`config.mk`:
```
export PLATFORM = sky130hd
export DESIGN_NAME = rxmb_core
export DESIGN_NICKNAME = d
export VERILOG_FILES = /design/src/rtl/rxmb_fifo.v /design/src/rtl/rxmb_core.v
export VERILOG_INCLUDE_DIRS = /design/src /design/src/rtl
export SDC_FILE = /design/constraint.sdc
export NUM_CORES = 1
export LEC_CHECK = 0
export BUFFER_PORTS_ARGS = -buffer_cell sky130_fd_sc_hd__buf_2
export CORE_ASPECT_RATIO = 0.9
export CORE_MARGIN = 8
export CORE_UTILIZATION = 56
export CTS_BUF_LIST = sky130_fd_sc_hd__clkbuf_8 sky130_fd_sc_hd__clkbuf_16
export DETAILED_ROUTE_END_ITERATION = 8
export PLACE_DENSITY = 0.77
export SLEW_MARGIN = 10
export SYNTH_ARGS = -nofsm -noshare
export SYNTH_HDL_FRONTEND = slang
export SYNTH_SLANG_ARGS = --single-unit
```
`constraint.sdc`:
```
create_clock -name clk_sys_in -period 2.8 [get_ports clk_sys_in]
set_input_delay 0.56 -clock clk_sys_in [delete_from_list [all_inputs] [get_ports clk_sys_in]]
set_output_delay 0.56 -clock clk_sys_in [all_outputs]
set_load 0.05 [all_outputs]
```
`src/rtl/rxmb_regs.vh`:
```
// constants for the rx manchester buffer control block
`ifndef RXMB_REGS_VH
`define RXMB_REGS_VH
`define RXMB_LIM_W        6
`define RXMB_CNT_W        8
`define RXMB_CNT_ZERO     8'h00
`define RXMB_CNT_ONE      8'h01
`define RXMB_BYTE_W       8
`define RXMB_BIT_LAST     3'h7
`define RXMB_BIT_ZERO     3'h0
`define RXMB_FILL_W       5
`define RXMB_FILL_ZERO    5'h00
`define RXMB_FILL_ONE     5'h01
`define RXMB_FILL_FULL    5'h10
`define RXMB_IDX_W        4
`define RXMB_IDX_ZERO     4'h0
`define RXMB_IDX_ONE      4'h1
`define RXMB_NCHK_W       2
`define RXMB_CHK_W        5
`define RXMB_CHK_ZERO     5'h00
`define RXMB_CHK_ONE      5'h01
`define RXMB_CHK_PER_SEL  5'h06
`define RXMB_IRQ_LVL1     5'h04
`define RXMB_IRQ_LVL2     5'h08
`define RXMB_IRQ_LVL3     5'h0c
`define RXMB_IRQ_LVL0     5'h01
`define RXMB_DIV_W        8
`define RXMB_DIV_ZERO     8'h00
`define RXMB_DIV_ONE      8'h01
`endif

```
`src/rtl/rxmb_fifo.v`:
```
// parameterised flip-flop fifo with valid/ready on both sides
`timescale 1ns/1ns
`default_nettype none
module rxmb_fifo #(
    parameter WIDTH = 8,
    parameter DEPTH = 16,
    parameter AW    = 4
) (
    input  wire             clk_sys_in,
    input  wire             rst_n_in,
    input  wire             clear_in,
    input  wire             wr_valid_in,
    output wire             wr_ready_out,
    input  wire [WIDTH-1:0] wr_data_in,
    output wire             rd_valid_out,
    input  wire             rd_ready_in,
    output wire [WIDTH-1:0] rd_data_out,
    output wire [AW:0]      fill_out
);
    reg [WIDTH-1:0] mem [0:DEPTH-1];
    reg [AW-1:0]    wp;
    reg [AW-1:0]    rp;
    reg [AW:0]      fill;
    wire            full  = (fill == DEPTH[AW:0]);
    wire            empty = (fill == {(AW+1){1'b0}});
    wire            do_rd = rd_ready_in && !empty;
    // writing when full pushes out the oldest word instead of stalling
    wire            do_wr = wr_valid_in;
    wire            drop  = do_wr && full && !do_rd;
    assign wr_ready_out = !full;
    assign rd_valid_out = !empty;
    assign rd_data_out  = mem[rp];
    assign fill_out     = fill;
    always @(posedge clk_sys_in) begin
        if (do_wr) begin
            mem[wp] <= wr_data_in;
        end
    end
    always @(posedge clk_sys_in or negedge rst_n_in) begin
        if (!rst_n_in) begin
            wp   <= {AW{1'b0}};
            rp   <= {AW{1'b0}};
            fill <= {(AW+1){1'b0}};
        end else if (clear_in) begin
            wp   <= {AW{1'b0}};
            rp   <= {AW{1'b0}};
            fill <= {(AW+1){1'b0}};
        end else begin
            if (do_wr) begin
                wp <= wp + {{(AW-1){1'b0}}, 1'b1};
            end
            if (do_rd || drop) begin
                rp <= rp + {{(AW-1){1'b0}}, 1'b1};
            end
            if (do_wr && !do_rd && !full) begin
                fill <= fill + {{AW{1'b0}}, 1'b1};
            end else if (do_rd && !do_wr) begin
                fill <= fill - {{AW{1'b0}}, 1'b1};
            end
        end
    end
endmodule
`default_nettype wire

```
`src/rtl/rxmb_core.v`:
```
// receive interval checker, manchester decoder and buffer control
`timescale 1ns/1ns
`default_nettype none
`include "rxmb_regs.vh"
module rxmb_core #(
    parameter DEPTH = 16,
    parameter AW    = 4
) (
    input  wire                   clk_sys_in,
    input  wire                   rst_n_in,
    input  wire                   demod_in,
    input  wire                   decode_clk_en_in,
    input  wire                   startup_done_in,
    input  wire [`RXMB_LIM_W-1:0] lim_min_in,
    input  wire [`RXMB_LIM_W-1:0] lim_max_in,
    input  wire [`RXMB_NCHK_W-1:0] bit_check_sel_in,
    input  wire                   transparent_mode_in,
    input  wire                   pattern_mode_in,
    input  wire                   irq_level_bit0_in,
    input  wire                   irq_level_bit1_in,
    input  wire                   op_sel_bit0_in,
    input  wire                   op_sel_bit1_in,
    input  wire                   cfg_write_in,
    input  wire                   cs_n_in,
    input  wire                   byte_read_in,
    output reg  [`RXMB_BYTE_W-1:0] byte_data_out,
    output reg                    byte_valid_out,
    output reg  [`RXMB_FILL_W-1:0] rx_count_out,
    output reg                    serial_out_raw_rx_out,
    output reg                    supply_out_enable_out,
    output reg                    clock_out_enable_out,
    output reg                    irq_out,
    output reg                    receiving_out,
    output reg                    startup_out
);
    localparam ST_START = 2'b00;
    localparam ST_CHECK = 2'b01;
    localparam ST_SYNC  = 2'b10;
    localparam ST_DATA  = 2'b11;
    reg [1:0] state;
    reg       d_s1;
    reg       d_s2;
    reg       d_prev;
    reg [`RXMB_CNT_W-1:0] cv;
    reg [`RXMB_CHK_W-1:0] chk;
    reg       half;
    reg [`RXMB_BYTE_W-1:0] shreg;
    reg [2:0] bitn;
    reg       dclk_s1;
    reg       dclk_s2;
    reg       dclk_prev;
    reg       cs_n_s1;
    reg       cs_n_s2;
    reg [2:0] warm;
    // edges ignored until the chain holds real pin samples, else a false edge follows reset
    wire edge_seen = (d_s2 ^ d_prev) && warm[2];
    // decode clock arrives as a pin; its rising edge is the count enable
    wire dclk_tick = dclk_s2 && !dclk_prev && warm[2];
    // ceil((a+b) -/+ (b-a)/2) in integer form
    function [`RXMB_CNT_W-1:0] win2;
        input [`RXMB_LIM_W-1:0] a;
        input [`RXMB_LIM_W-1:0] b;
        input                   up;
        reg   [`RXMB_CNT_W:0]   s;
        reg   [`RXMB_CNT_W:0]   d;
        begin
            s = {3'b000, a} + {3'b000, b};
            d = {3'b000, b} - {3'b000, a};
            if (up) begin
                win2 = s[`RXMB_CNT_W-1:0] + d[`RXMB_CNT_W:1] + {7'h00, d[0]};
            end else begin
                win2 = s[`RXMB_CNT_W-1:0] - d[`RXMB_CNT_W:1];
            end
        end
    endfunction
    wire [`RXMB_CNT_W-1:0] double_window_low  = win2(lim_min_in, lim_max_in, 1'b0);
    wire [`RXMB_CNT_W-1:0] double_window_high = win2(lim_min_in, lim_max_in, 1'b1);
    wire [`RXMB_CNT_W-1:0] lmin = {2'b00, lim_min_in};
    wire [`RXMB_CNT_W-1:0] lmax = {2'b00, lim_max_in};
    // window is min <= cv < max, matching (max-1) as last good count
    wire is_t  = (cv >= lmin) && (cv < lmax);
    wire is_2t = (cv >= double_window_low) && (cv < double_window_high);
    wire [`RXMB_CHK_W-1:0] chk_need = {3'b000, bit_check_sel_in} * `RXMB_CHK_PER_SEL;
    reg  [`RXMB_FILL_W-1:0] lvl;
    always @* begin
        case ({irq_level_bit1_in, irq_level_bit0_in})
            2'b00:   lvl = `RXMB_IRQ_LVL0;
            2'b01:   lvl = `RXMB_IRQ_LVL1;
            2'b10:   lvl = `RXMB_IRQ_LVL2;
            default: lvl = `RXMB_IRQ_LVL3;
        endcase
    end
    reg        push;
    reg  [`RXMB_BYTE_W-1:0] push_data;
    wire       fifo_valid;
    wire [`RXMB_BYTE_W-1:0] fifo_data;
    wire [AW:0] fill;
    wire       buf_clear = cfg_write_in && receiving_out;
    wire       pop = byte_read_in && byte_valid_out;
    rxmb_fifo #(.WIDTH(`RXMB_BYTE_W), .DEPTH(DEPTH), .AW(AW)) u_fifo (
        .clk_sys_in   (clk_sys_in),
        .rst_n_in     (rst_n_in),
        .clear_in     (buf_clear),
        .wr_valid_in  (push),
        .wr_ready_out (),
        .wr_data_in   (push_data),
        .rd_valid_out (fifo_valid),
        .rd_ready_in  (pop),
        .rd_data_out  (fifo_data),
        .fill_out     (fill)
    );
    always @(posedge clk_sys_in or negedge rst_n_in) begin
        if (!rst_n_in) begin
            d_s1 <= 1'b0;
            d_s2 <= 1'b0;
            d_prev <= 1'b0;
            dclk_s1 <= 1'b0;
            dclk_s2 <= 1'b0;
            dclk_prev <= 1'b0;
            cs_n_s1 <= 1'b1;
            cs_n_s2 <= 1'b1;
            warm <= 3'h0;
        end else begin
            d_s1 <= demod_in;
            d_s2 <= d_s1;
            d_prev <= d_s2;
            dclk_s1 <= decode_clk_en_in;
            dclk_s2 <= dclk_s1;
            dclk_prev <= dclk_s2;
            cs_n_s1 <= cs_n_in;
            cs_n_s2 <= cs_n_s1;
            warm <= {warm[1:0], 1'b1};
        end
    end
    always @(posedge clk_sys_in or negedge rst_n_in) begin
        if (!rst_n_in) begin
            state <= ST_START;
            cv <= `RXMB_CNT_ZERO;
            chk <= `RXMB_CHK_ZERO;
            half <= 1'b0;
            shreg <= {`RXMB_BYTE_W{1'b0}};
            bitn <= `RXMB_BIT_ZERO;
            push <= 1'b0;
            push_data <= {`RXMB_BYTE_W{1'b0}};
            supply_out_enable_out <= 1'b0;
            clock_out_enable_out <= 1'b0;
            irq_out <= 1'b0;
            receiving_out <= 1'b0;
            startup_out <= 1'b1;
            serial_out_raw_rx_out <= 1'b0;
            byte_data_out <= {`RXMB_BYTE_W{1'b0}};
            byte_valid_out <= 1'b0;
            rx_count_out <= `RXMB_FILL_ZERO;
        end else begin
            push <= 1'b0;
            irq_out <= 1'b0;
            byte_valid_out <= fifo_valid && !pop && !buf_clear;
            byte_data_out <= fifo_data;
            rx_count_out <= fill;
            // raw stream only when transparent, receiving and chip select low
            if (!(transparent_mode_in && receiving_out && !cs_n_s2)) begin
                serial_out_raw_rx_out <= 1'b0;
            end else begin
                serial_out_raw_rx_out <= d_s2;
            end
            // a read in the same cycle keeps the count, so it is not counting up
            if (push && !pop && fill < DEPTH[AW:0] && fill + `RXMB_FILL_ONE == lvl) begin
                irq_out <= 1'b1;
            end
            if (dclk_tick && !edge_seen && cv != {`RXMB_CNT_W{1'b1}}) begin
                cv <= cv + `RXMB_CNT_ONE;
            end
            if (edge_seen) begin
                cv <= `RXMB_CNT_ZERO;
            end
            if (buf_clear) begin
                state <= (op_sel_bit0_in && op_sel_bit1_in) ? ST_START : state;
                startup_out <= op_sel_bit0_in && op_sel_bit1_in;
                receiving_out <= !(op_sel_bit0_in && op_sel_bit1_in);
                half <= 1'b0;
                bitn <= `RXMB_BIT_ZERO;
                cv <= `RXMB_CNT_ZERO;
            end else begin
                case (state)
                    ST_START: begin
                        chk <= `RXMB_CHK_ZERO;
                        if (startup_done_in) begin
                            state <= ST_CHECK;
                            startup_out <= 1'b0;
                            cv <= `RXMB_CNT_ZERO;
                        end
                    end
                    ST_CHECK: begin
                        if (chk >= chk_need) begin
                            state <= ST_SYNC;
                            receiving_out <= 1'b1;
                            supply_out_enable_out <= 1'b1;
                            clock_out_enable_out <= 1'b1;
                            irq_out <= !transparent_mode_in && !pattern_mode_in;
                            half <= 1'b0;
                        end else if ((edge_seen && !is_t) || cv >= lmax) begin
                            state <= ST_START;
                            startup_out <= 1'b1;
                        end else if (edge_seen) begin
                            chk <= chk + `RXMB_CHK_ONE;
                        end
                    end
                    ST_SYNC: begin
                        // preburst gives T edges; first 2T marks the start bit
                        if (edge_seen && is_2t) begin
                            shreg <= {shreg[6:0], d_s2};
                            bitn <= `RXMB_BIT_ZERO + 3'h1;
                            half <= 1'b0;
                            state <= ST_DATA;
                        end else if ((edge_seen && !is_t) || cv >= double_window_high) begin
                            irq_out <= 1'b1;
                            state <= ST_START;
                            startup_out <= 1'b1;
                            receiving_out <= 1'b0;
                        end
                    end
                    ST_DATA: begin
                        if ((edge_seen && !is_t && !is_2t) || cv >= double_window_high
                            || (edge_seen && is_2t && half)) begin
                            // partial byte dropped
                            irq_out <= 1'b1;
                            state <= ST_START;
                            startup_out <= 1'b1;
                            receiving_out <= 1'b0;
                            bitn <= `RXMB_BIT_ZERO;
                        end else if (edge_seen && is_t && !half) begin
                            half <= 1'b1;
                        end else if (edge_seen) begin
                            // centre edge: level after it is the bit
                            half <= 1'b0;
                            shreg <= {shreg[6:0], d_s2};
                            bitn <= bitn + 3'h1;
                            if (!transparent_mode_in && bitn == `RXMB_BIT_LAST) begin
                                push <= 1'b1;
                                push_data <= {shreg[6:0], d_s2};
                            end
                        end
                    end
                    default: state <= ST_START;
                endcase
            end
        end
    end
endmodule
`default_nettype wire

```
==> flow_metrics.env, run 1 <==
export IMPL_fillCellCount=1194
export IMPL_grt_pass1_vias=7240
export IMPL_rr_startpoint="cv[2]$_DFF_PN0_"
export IMPL_min_path_type="in -> reg"
export IMPL_clk_path_buf_depth=3
export IMPL_synth_nets=847
export IMPL_wl_met3_mm=1.658
export IMPL_period_needed_ps=4481
export IMPL_wl_per_cell_um=21.83
export IMPL_pwr_density_cell_nw_per_um2=743.4
export IMPL_layout_commonest_cell="edfxtp_1"
export IMPL_cp_arrival_ps=4850
export IMPL_vias=6825
export IMPL_die_area_um2=22970
export IMPL_total_power_mw=9.351
export IMPL_r2r_end="push_data[4]$_DFFE_PN0P_"
export IMPL_min_period_over_period_pct=160.0
export IMPL_ff2ff_path_depth=12
export IMPL_placed_area_um2=11530
export IMPL_grt_ovfl_total=0
export IMPL_synth_cell_types=80
export IMPL_grt_usage_pct=21.82
export IMPL_rows=47
export IMPL_layout_cells_most_common_list="128 x edfxtp_1, 89 x buf_4, 72 x dfrtp_1, 69 x ha_1, 45 x inv_1"
export IMPL_n_antenna_cell=0
export IMPL_met2_length_mm=13.04
export IMPL_max_freq_ghz=0.2232
export IMPL_dp_hpwl_mm=16.23
export IMPL_cts_buffers=22
export IMPL_die_h_um=144.6
export IMPL_regArea_um2=5803
export IMPL_viasPerCell=5.971
export IMPL_maxCapViolCount=0
export IMPL_fin_ws_ps=-1681
export IMPL_drt_pass1_iter_count=5
export IMPL_clockRootBuffer="clkbuf_16"
export IMPL_synth_flop_cell="edfxtp_1"
export IMPL_crit_required_ps=3170
export IMPL_synth_edf_count=128
export IMPL_core_um2=18230
export IMPL_nNetsFinal=989
export IMPL_clock_sinks=206
export IMPL_top_layer="met4"
export IMPL_end_kind="flip-flop"
export IMPL_timing_final_max_slew_violations=0
export IMPL_htreeDepth=1
export IMPL_final_antenna_net_count=0
export IMPL_clkLatencyLatePin_ps=510
export IMPL_rrSetupSlack_ps=-90
export IMPL_wl_met1_mm=9.700
export IMPL_peakVddDrop_v=0.0007261
export IMPL_grt_max_degree=53
export IMPL_async_reset_ff_share_pct=37.86
export IMPL_setup_worst_path_end="push_data[4]$_DFFE_PN0P_"
export IMPL_syn_cell_area_um2=10290
export IMPL_wl_mm=24.95
export IMPL_drtIter0Drc=494
export IMPL_design_area_um2=12580
export IMPL_area_delta_synth_final_pct=22.24
export IMPL_path_max_fanout=9
export IMPL_cts_tree="yes"
export IMPL_setup_violations=25
export IMPL_cts_clk_slew_worst_paths_ps=60
export IMPL_rsz0062_at_grt="true"
export IMPL_initial_core_util_pct=56.44
export IMPL_multi_input_area_um2=4547
export IMPL_hold_slack_ps=168.2
export IMPL_critical_path_class="in -> reg"
export IMPL_status="complete, but fails checks"
export IMPL_maxSlewHeadroom_pct=54.86
export IMPL_top_level_ports=48
export IMPL_syn_area_per_cell_um2=13.91
export IMPL_drc_errors=0
export IMPL_antenna_found_initial=0
export IMPL_power_leakage_nw=5.029
export IMPL_grt_pass1_wl_mm=39.55
export IMPL_worst_pin_slew_ps=671.5
export IMPL_violations="negative setup slack"
export IMPL_skew_ps=26.24
export IMPL_cp_startpoint="lim_max_in[0]"
export IMPL_final_hold_violation_count=0
export IMPL_yosys_register_bits=206
export IMPL_crit_path_start_kind="input port"
export IMPL_die_w_um=158.9
export IMPL_yosysSeqAreaShare_pct=56.36
export IMPL_io_buffers=47
export IMPL_synth_cells=740
export IMPL_layout_drive_gt1_share_pct=33.52
export IMPL_yosys_warnings=0
export IMPL_gp_congestion=0.9389
## final cells by class
type | count | share of cell area (%)
clock buffers | 22 | 4.377
flip-flops and latches | 206 | 46.14
well taps | 245 | 2.437
inverters | 45 | 1.442
repair buffers | 142 | 8.137
multi-input cells | 465 | 36.15
clock inverters | 18 | 1.323
## cell usage after synthesis, types with 11 or more instances
| cell | number | area share (%) |
|---|---|---|
| a21oi_1 | 32 | 1.6 |
| dfrtp_1 | 75 | 18 |
| inv_1 | 45 | 1.6 |
| nand2_1 | 39 | 1.4 |
| clkbuf_1 | 16 | 0.58 |
| ha_1 | 75 | 9.1 |
| edfxtp_1 | 128 | 37 |
| o21ai_0 | 16 | 0.78 |
| mux4_2 | 40 | 8.8 |
| and2_1 | 14 | 0.85 |
| nand3_1 | 15 | 0.73 |
| xor2_1 | 21 | 1.8 |
| xnor2_1 | 16 | 1.4 |
| nor2_1 | 46 | 1.7 |
| o21bai_1 | 11 | 0.80 |
## report_power, final
part           switching (mW)  internal (mW)
combinational            1.66           1.31
sequential              0.187           3.36
clock                    1.20           1.64
## metal layers
layer  GRT usage [%]  vias up
met5               0        -
met4           6.049        0
li1                -     3032
met1           25.88     3433
met2           40.68      311
met3           3.529       49
## sequential cells by signal (all words and copies together), names as in the netlist, 4 cells and up
register,flops
u_fifo.mem,128
byte_data_out,8
cv,8
push_data,8
shreg,7
chk,5
rx_count_out,5
u_fifo.fill_out,5
u_fifo.rp,4
u_fifo.wp,4
## per-stage QoR
step | setup TNS (ps) | setup WS (ps) | util (%) | cells
6_report | -40000 | -1681 | 69.00 | 1143
5_1_grt | -45060 | -1881 | 69.00 | 1143
4_1_cts | -37890 | -1626 | 68.02 | 1137
3_5_place_dp | -56310 | -2321 | 63.24 | 1093
3_3_place_gp | -51400 | -2068 | 63.24 | 1093
2_1_floorplan | -40960 | -1789 | - | 740
## worst max-delay path, stage by stage
cell and delay (ps):
buf_12 110, inv_12 40, ha_4 110, inv_2 40, fa_2 360, a21o_1 200, a21oi_2 190, o21bai_1 110
a21oi_2 170, inv_2 90, ha_4 260, a21oi_1 190, o21ai_2 90, xnor2_1 130, ha_1 320, and4_4 210
a221o_1 350, buf_6 130, o21bai_4 200, nor3_1 110, nor3_4 150, and4b_1 260, buf_12 150, mux2_4 300
## worst min path at each step
stage	from	endpoint	slack (ps)	depth (start not counted)
2_1_floorplan	rst_n_in	bitn[0]$_DFFE_PN0P_	260	0
3_3_place_gp	d_s1$_DFF_PN0_	d_s2$_DFF_PN0_	330	0
3_5_place_dp	d_s1$_DFF_PN0_	d_s2$_DFF_PN0_	330	0
4_1_cts	cs_n_in	cs_n_s1$_DFF_PN1_	150	1
5_1_grt	cs_n_in	cs_n_s1$_DFF_PN1_	150	1
6_report	cs_n_in	cs_n_s1$_DFF_PN1_	170	1
## cell families after synthesis
| kind of cell | Yosys count | synth area share [%] |
|---|---|---|
| other | 1 | 0.03644 |
| and+or+nand+nor | 170 | 8.573 |
| xor gates and xnor gates | 37 | 3.149 |
| AOI/OAI and AO/OA | 114 | 7.709 |
| adders and majority gates | 79 | 9.898 |
| muxes | 64 | 11.58 |
| DFF | 206 | 56.36 |
| buffers and inverters | 69 | 2.699 |
## timing repair
item / 4_1_cts / 5_1_grt
pin swaps: 13 / 17
endpoints found under the setup margin: 25 / 30
gates resized for setup: 27 / 27
hold buffers: 1 / 0
setup buffers: 3 / 6
endpoints found under the hold margin: 26 / 0
(Power assumes the default switching activity.)
==> inputs of run 2 (changes only) <==
Settings changed: REMOVE_ABC_BUFFERS set to 1.
==> run 2 against run 1 <==
  * The flow still finishes with violations (negative setup slack)
  * Count of clock-buffer cells in the layout is 2 higher
  * Cell count is 0.61% higher
  * Sequential share of layout area is 0.11 points lower
  * Non-clock buffer count is 7 higher
  * Worst hold slack worse by 120 ps
  * Worst setup slack worse by 160 ps
  * Clock power is 4% lower
  * First-iteration DRC count is 11% higher
  * Die area stayed put
==> flow_metrics.env, run 2 (synthesis gave the netlist of run 1 again) <==
export IMPL_status="complete, but fails checks"
export IMPL_violations="negative setup slack"
export IMPL_clock_sinks=206
export IMPL_cp_startpoint="lim_max_in[0]"
export IMPL_largest_reg_flops=128
export IMPL_htreeDepth=1
export IMPL_die_area_um2=22970
export IMPL_fin_ws_ps=-1840
export IMPL_antenna_found_initial=0
export IMPL_dp_hpwl_mm=15.62
export IMPL_multi_input_area_um2=4607
export IMPL_cts_hold_fix_buffers=0
export IMPL_wl_per_cell_um=20.68
export IMPL_io_buffers=47
export IMPL_rsz0062_at_grt="true"
export IMPL_period_needed_ps=4640
export IMPL_clockRootBuffer="clkbuf_16"
export IMPL_n_antenna_cell=0
export IMPL_timing_final_max_slew_violations=0
export IMPL_layout_cells_most_common_list="128 x edfxtp_1, 100 x buf_4, 72 x dfrtp_1, 71 x ha_1"
export IMPL_gp_congestion=0.8890
export IMPL_clk_path_buf_depth=3
export IMPL_final_hold_violation_count=0
export IMPL_initial_core_util_pct=56.44
export IMPL_power_leakage_nw=5.062
export IMPL_hold_slack_ps=46.41
export IMPL_nNetsFinal=996
export IMPL_cp_arrival_ps=5030
export IMPL_grt_max_degree=42
export IMPL_drc_errors=0
export IMPL_cts_clk_slew_worst_paths_ps=60
export IMPL_worst_pin_slew_ps=625.2
export IMPL_setup_violations=25
export IMPL_critical_path_class="in -> reg"
export IMPL_grt_ovfl_total=0
export IMPL_grt_usage_pct=20.72
export IMPL_skew_ps=9.382
export IMPL_max_freq_ghz=0.2155
export IMPL_die_h_um=144.6
export IMPL_top_level_ports=48
export IMPL_pwr_density_cell_nw_per_um2=731.5
export IMPL_maxSlewHeadroom_pct=58.32
export IMPL_layout_commonest_cell="edfxtp_1"
export IMPL_core_um2=18230
export IMPL_maxCapViolCount=0
export IMPL_end_kind="flip-flop"
export IMPL_min_path_type="in -> async"
export IMPL_peakVddDrop_v=0.0005747
export IMPL_area_delta_synth_final_pct=22.54
export IMPL_total_power_mw=9.223
export IMPL_die_w_um=158.9
export IMPL_crit_required_ps=3180
export IMPL_dp_cells=1093
export IMPL_grt_pass1_wl_mm=37.79
export IMPL_fillCellCount=1197
export IMPL_layout_drive_gt1_share_pct=35.47
export IMPL_path_max_fanout=7
export IMPL_wl_mm=23.79
export IMPL_cts_tree="yes"
export IMPL_stdcell_count=1150
export IMPL_rows=47
export IMPL_rr_startpoint="cv[0]$_DFF_PN0_"
export IMPL_regArea_um2=5803
export IMPL_final_antenna_net_count=0
export IMPL_min_period_over_period_pct=165.7
export IMPL_largest_register="u_fifo.mem"
export IMPL_crit_path_start_kind="input port"
export IMPL_viasPerCell=5.807
export IMPL_cts_buffers=22
export IMPL_drtIter0Drc=547
export IMPL_drt_pass1_iter_count=5
export IMPL_clkLatencyLatePin_ps=500
export IMPL_vias=6678
export IMPL_grt_pass1_vias=7142
==> run 2: cell type report <==
class / instances / share of cell area [%]
multi-input combinational: 465 / 36.54
clock buffer: 24 / 4.584
sequential: 206 / 46.02
tap: 245 / 2.431
timing repair buffer: 149 / 8.246
clock inverter: 16 / 0.8236
inverter: 45 / 1.359
==> run 2: stage by stage <==
| step | utilization [%] | setup TNS [ps] | setup slack [ps] | area, um2 |
|---|---|---|---|---|
| 2_1_floorplan | - | -50860 | -2290 | 10180 |
| 3_3_place_gp | 62.48 | -55250 | -2257 | 11390 |
| 3_5_place_dp | 62.48 | -60380 | -2437 | 11390 |
| 4_1_cts | 68.36 | -39910 | -1748 | 12460 |
| 5_1_grt | 69.17 | -46520 | -1951 | 12610 |
| 6_report | 69.17 | -43400 | -1840 | 12610 |
==> run 2: layer usage <==
metal / part of all wire (%) / up-vias / track usage, %
li1: - / 3044 / -
met1: 40 / 3372 / 24.46
met2: 53 / 215 / 38.41
met3: 4.7 / 47 / 3.699
met4: 2.5 / 0 / 5.949
met5: 0 / - / 0
==> run 2: where the power goes <==
part | switching [mW] | internal [mW] | leakage, nW | total [mW]
combinational | 1.67 | 1.31 | 2.66 | 2.99
clock | 1.21 | 1.51 | 0.347 | 2.72
sequential | 0.151 | 3.36 | 2.06 | 3.51
==> run 2: final timing paths <==
path	end	slack (ps)	cells past startpoint
setup / recovery	shreg[2]$_DFFE_PN0P_	-1840	26
hold / removal	d_s1$_DFF_PN0_	50	1
setup reg to reg	startup_out$_DFFE_PN1P_	-60	12
hold reg to reg	d_s2$_DFF_PN0_	350	0
max in group asynchronous	byte_data_out[3]$_DFF_PN0_	2140	2
min in group clk_sys_in	cs_n_s1$_DFF_PN1_	150	1
==> run 2: what timing repair did <==
item,CTS,global route
setup endpoints to repair,30,30
setup buffers,14,6
gates cloned,1,0
pin swaps,38,41
endpoints found under the hold margin,0,0
resized for setup,69,30
==> run 2: worst max-delay path: stages <==
cell	delay, ps
buf_8	100
inv_4	50
ha_4	120
inv_2	40
fa_2	360
a21o_1	220
a21oi_2	180
buf_4	140
xnor2_2	120
ha_1	280
buf_4	140
a21boi_2	150
o21ai_2	160
a21oi_1	80
nor2_1	90
o21bai_1	90
xnor2_1	130
ha_1	330
a21oi_2	170
o21ai_2	100
o21bai_2	220
buf_4	160
o31ai_2	380
o31ai_4	130
nand3_4	190
mux2_4	330
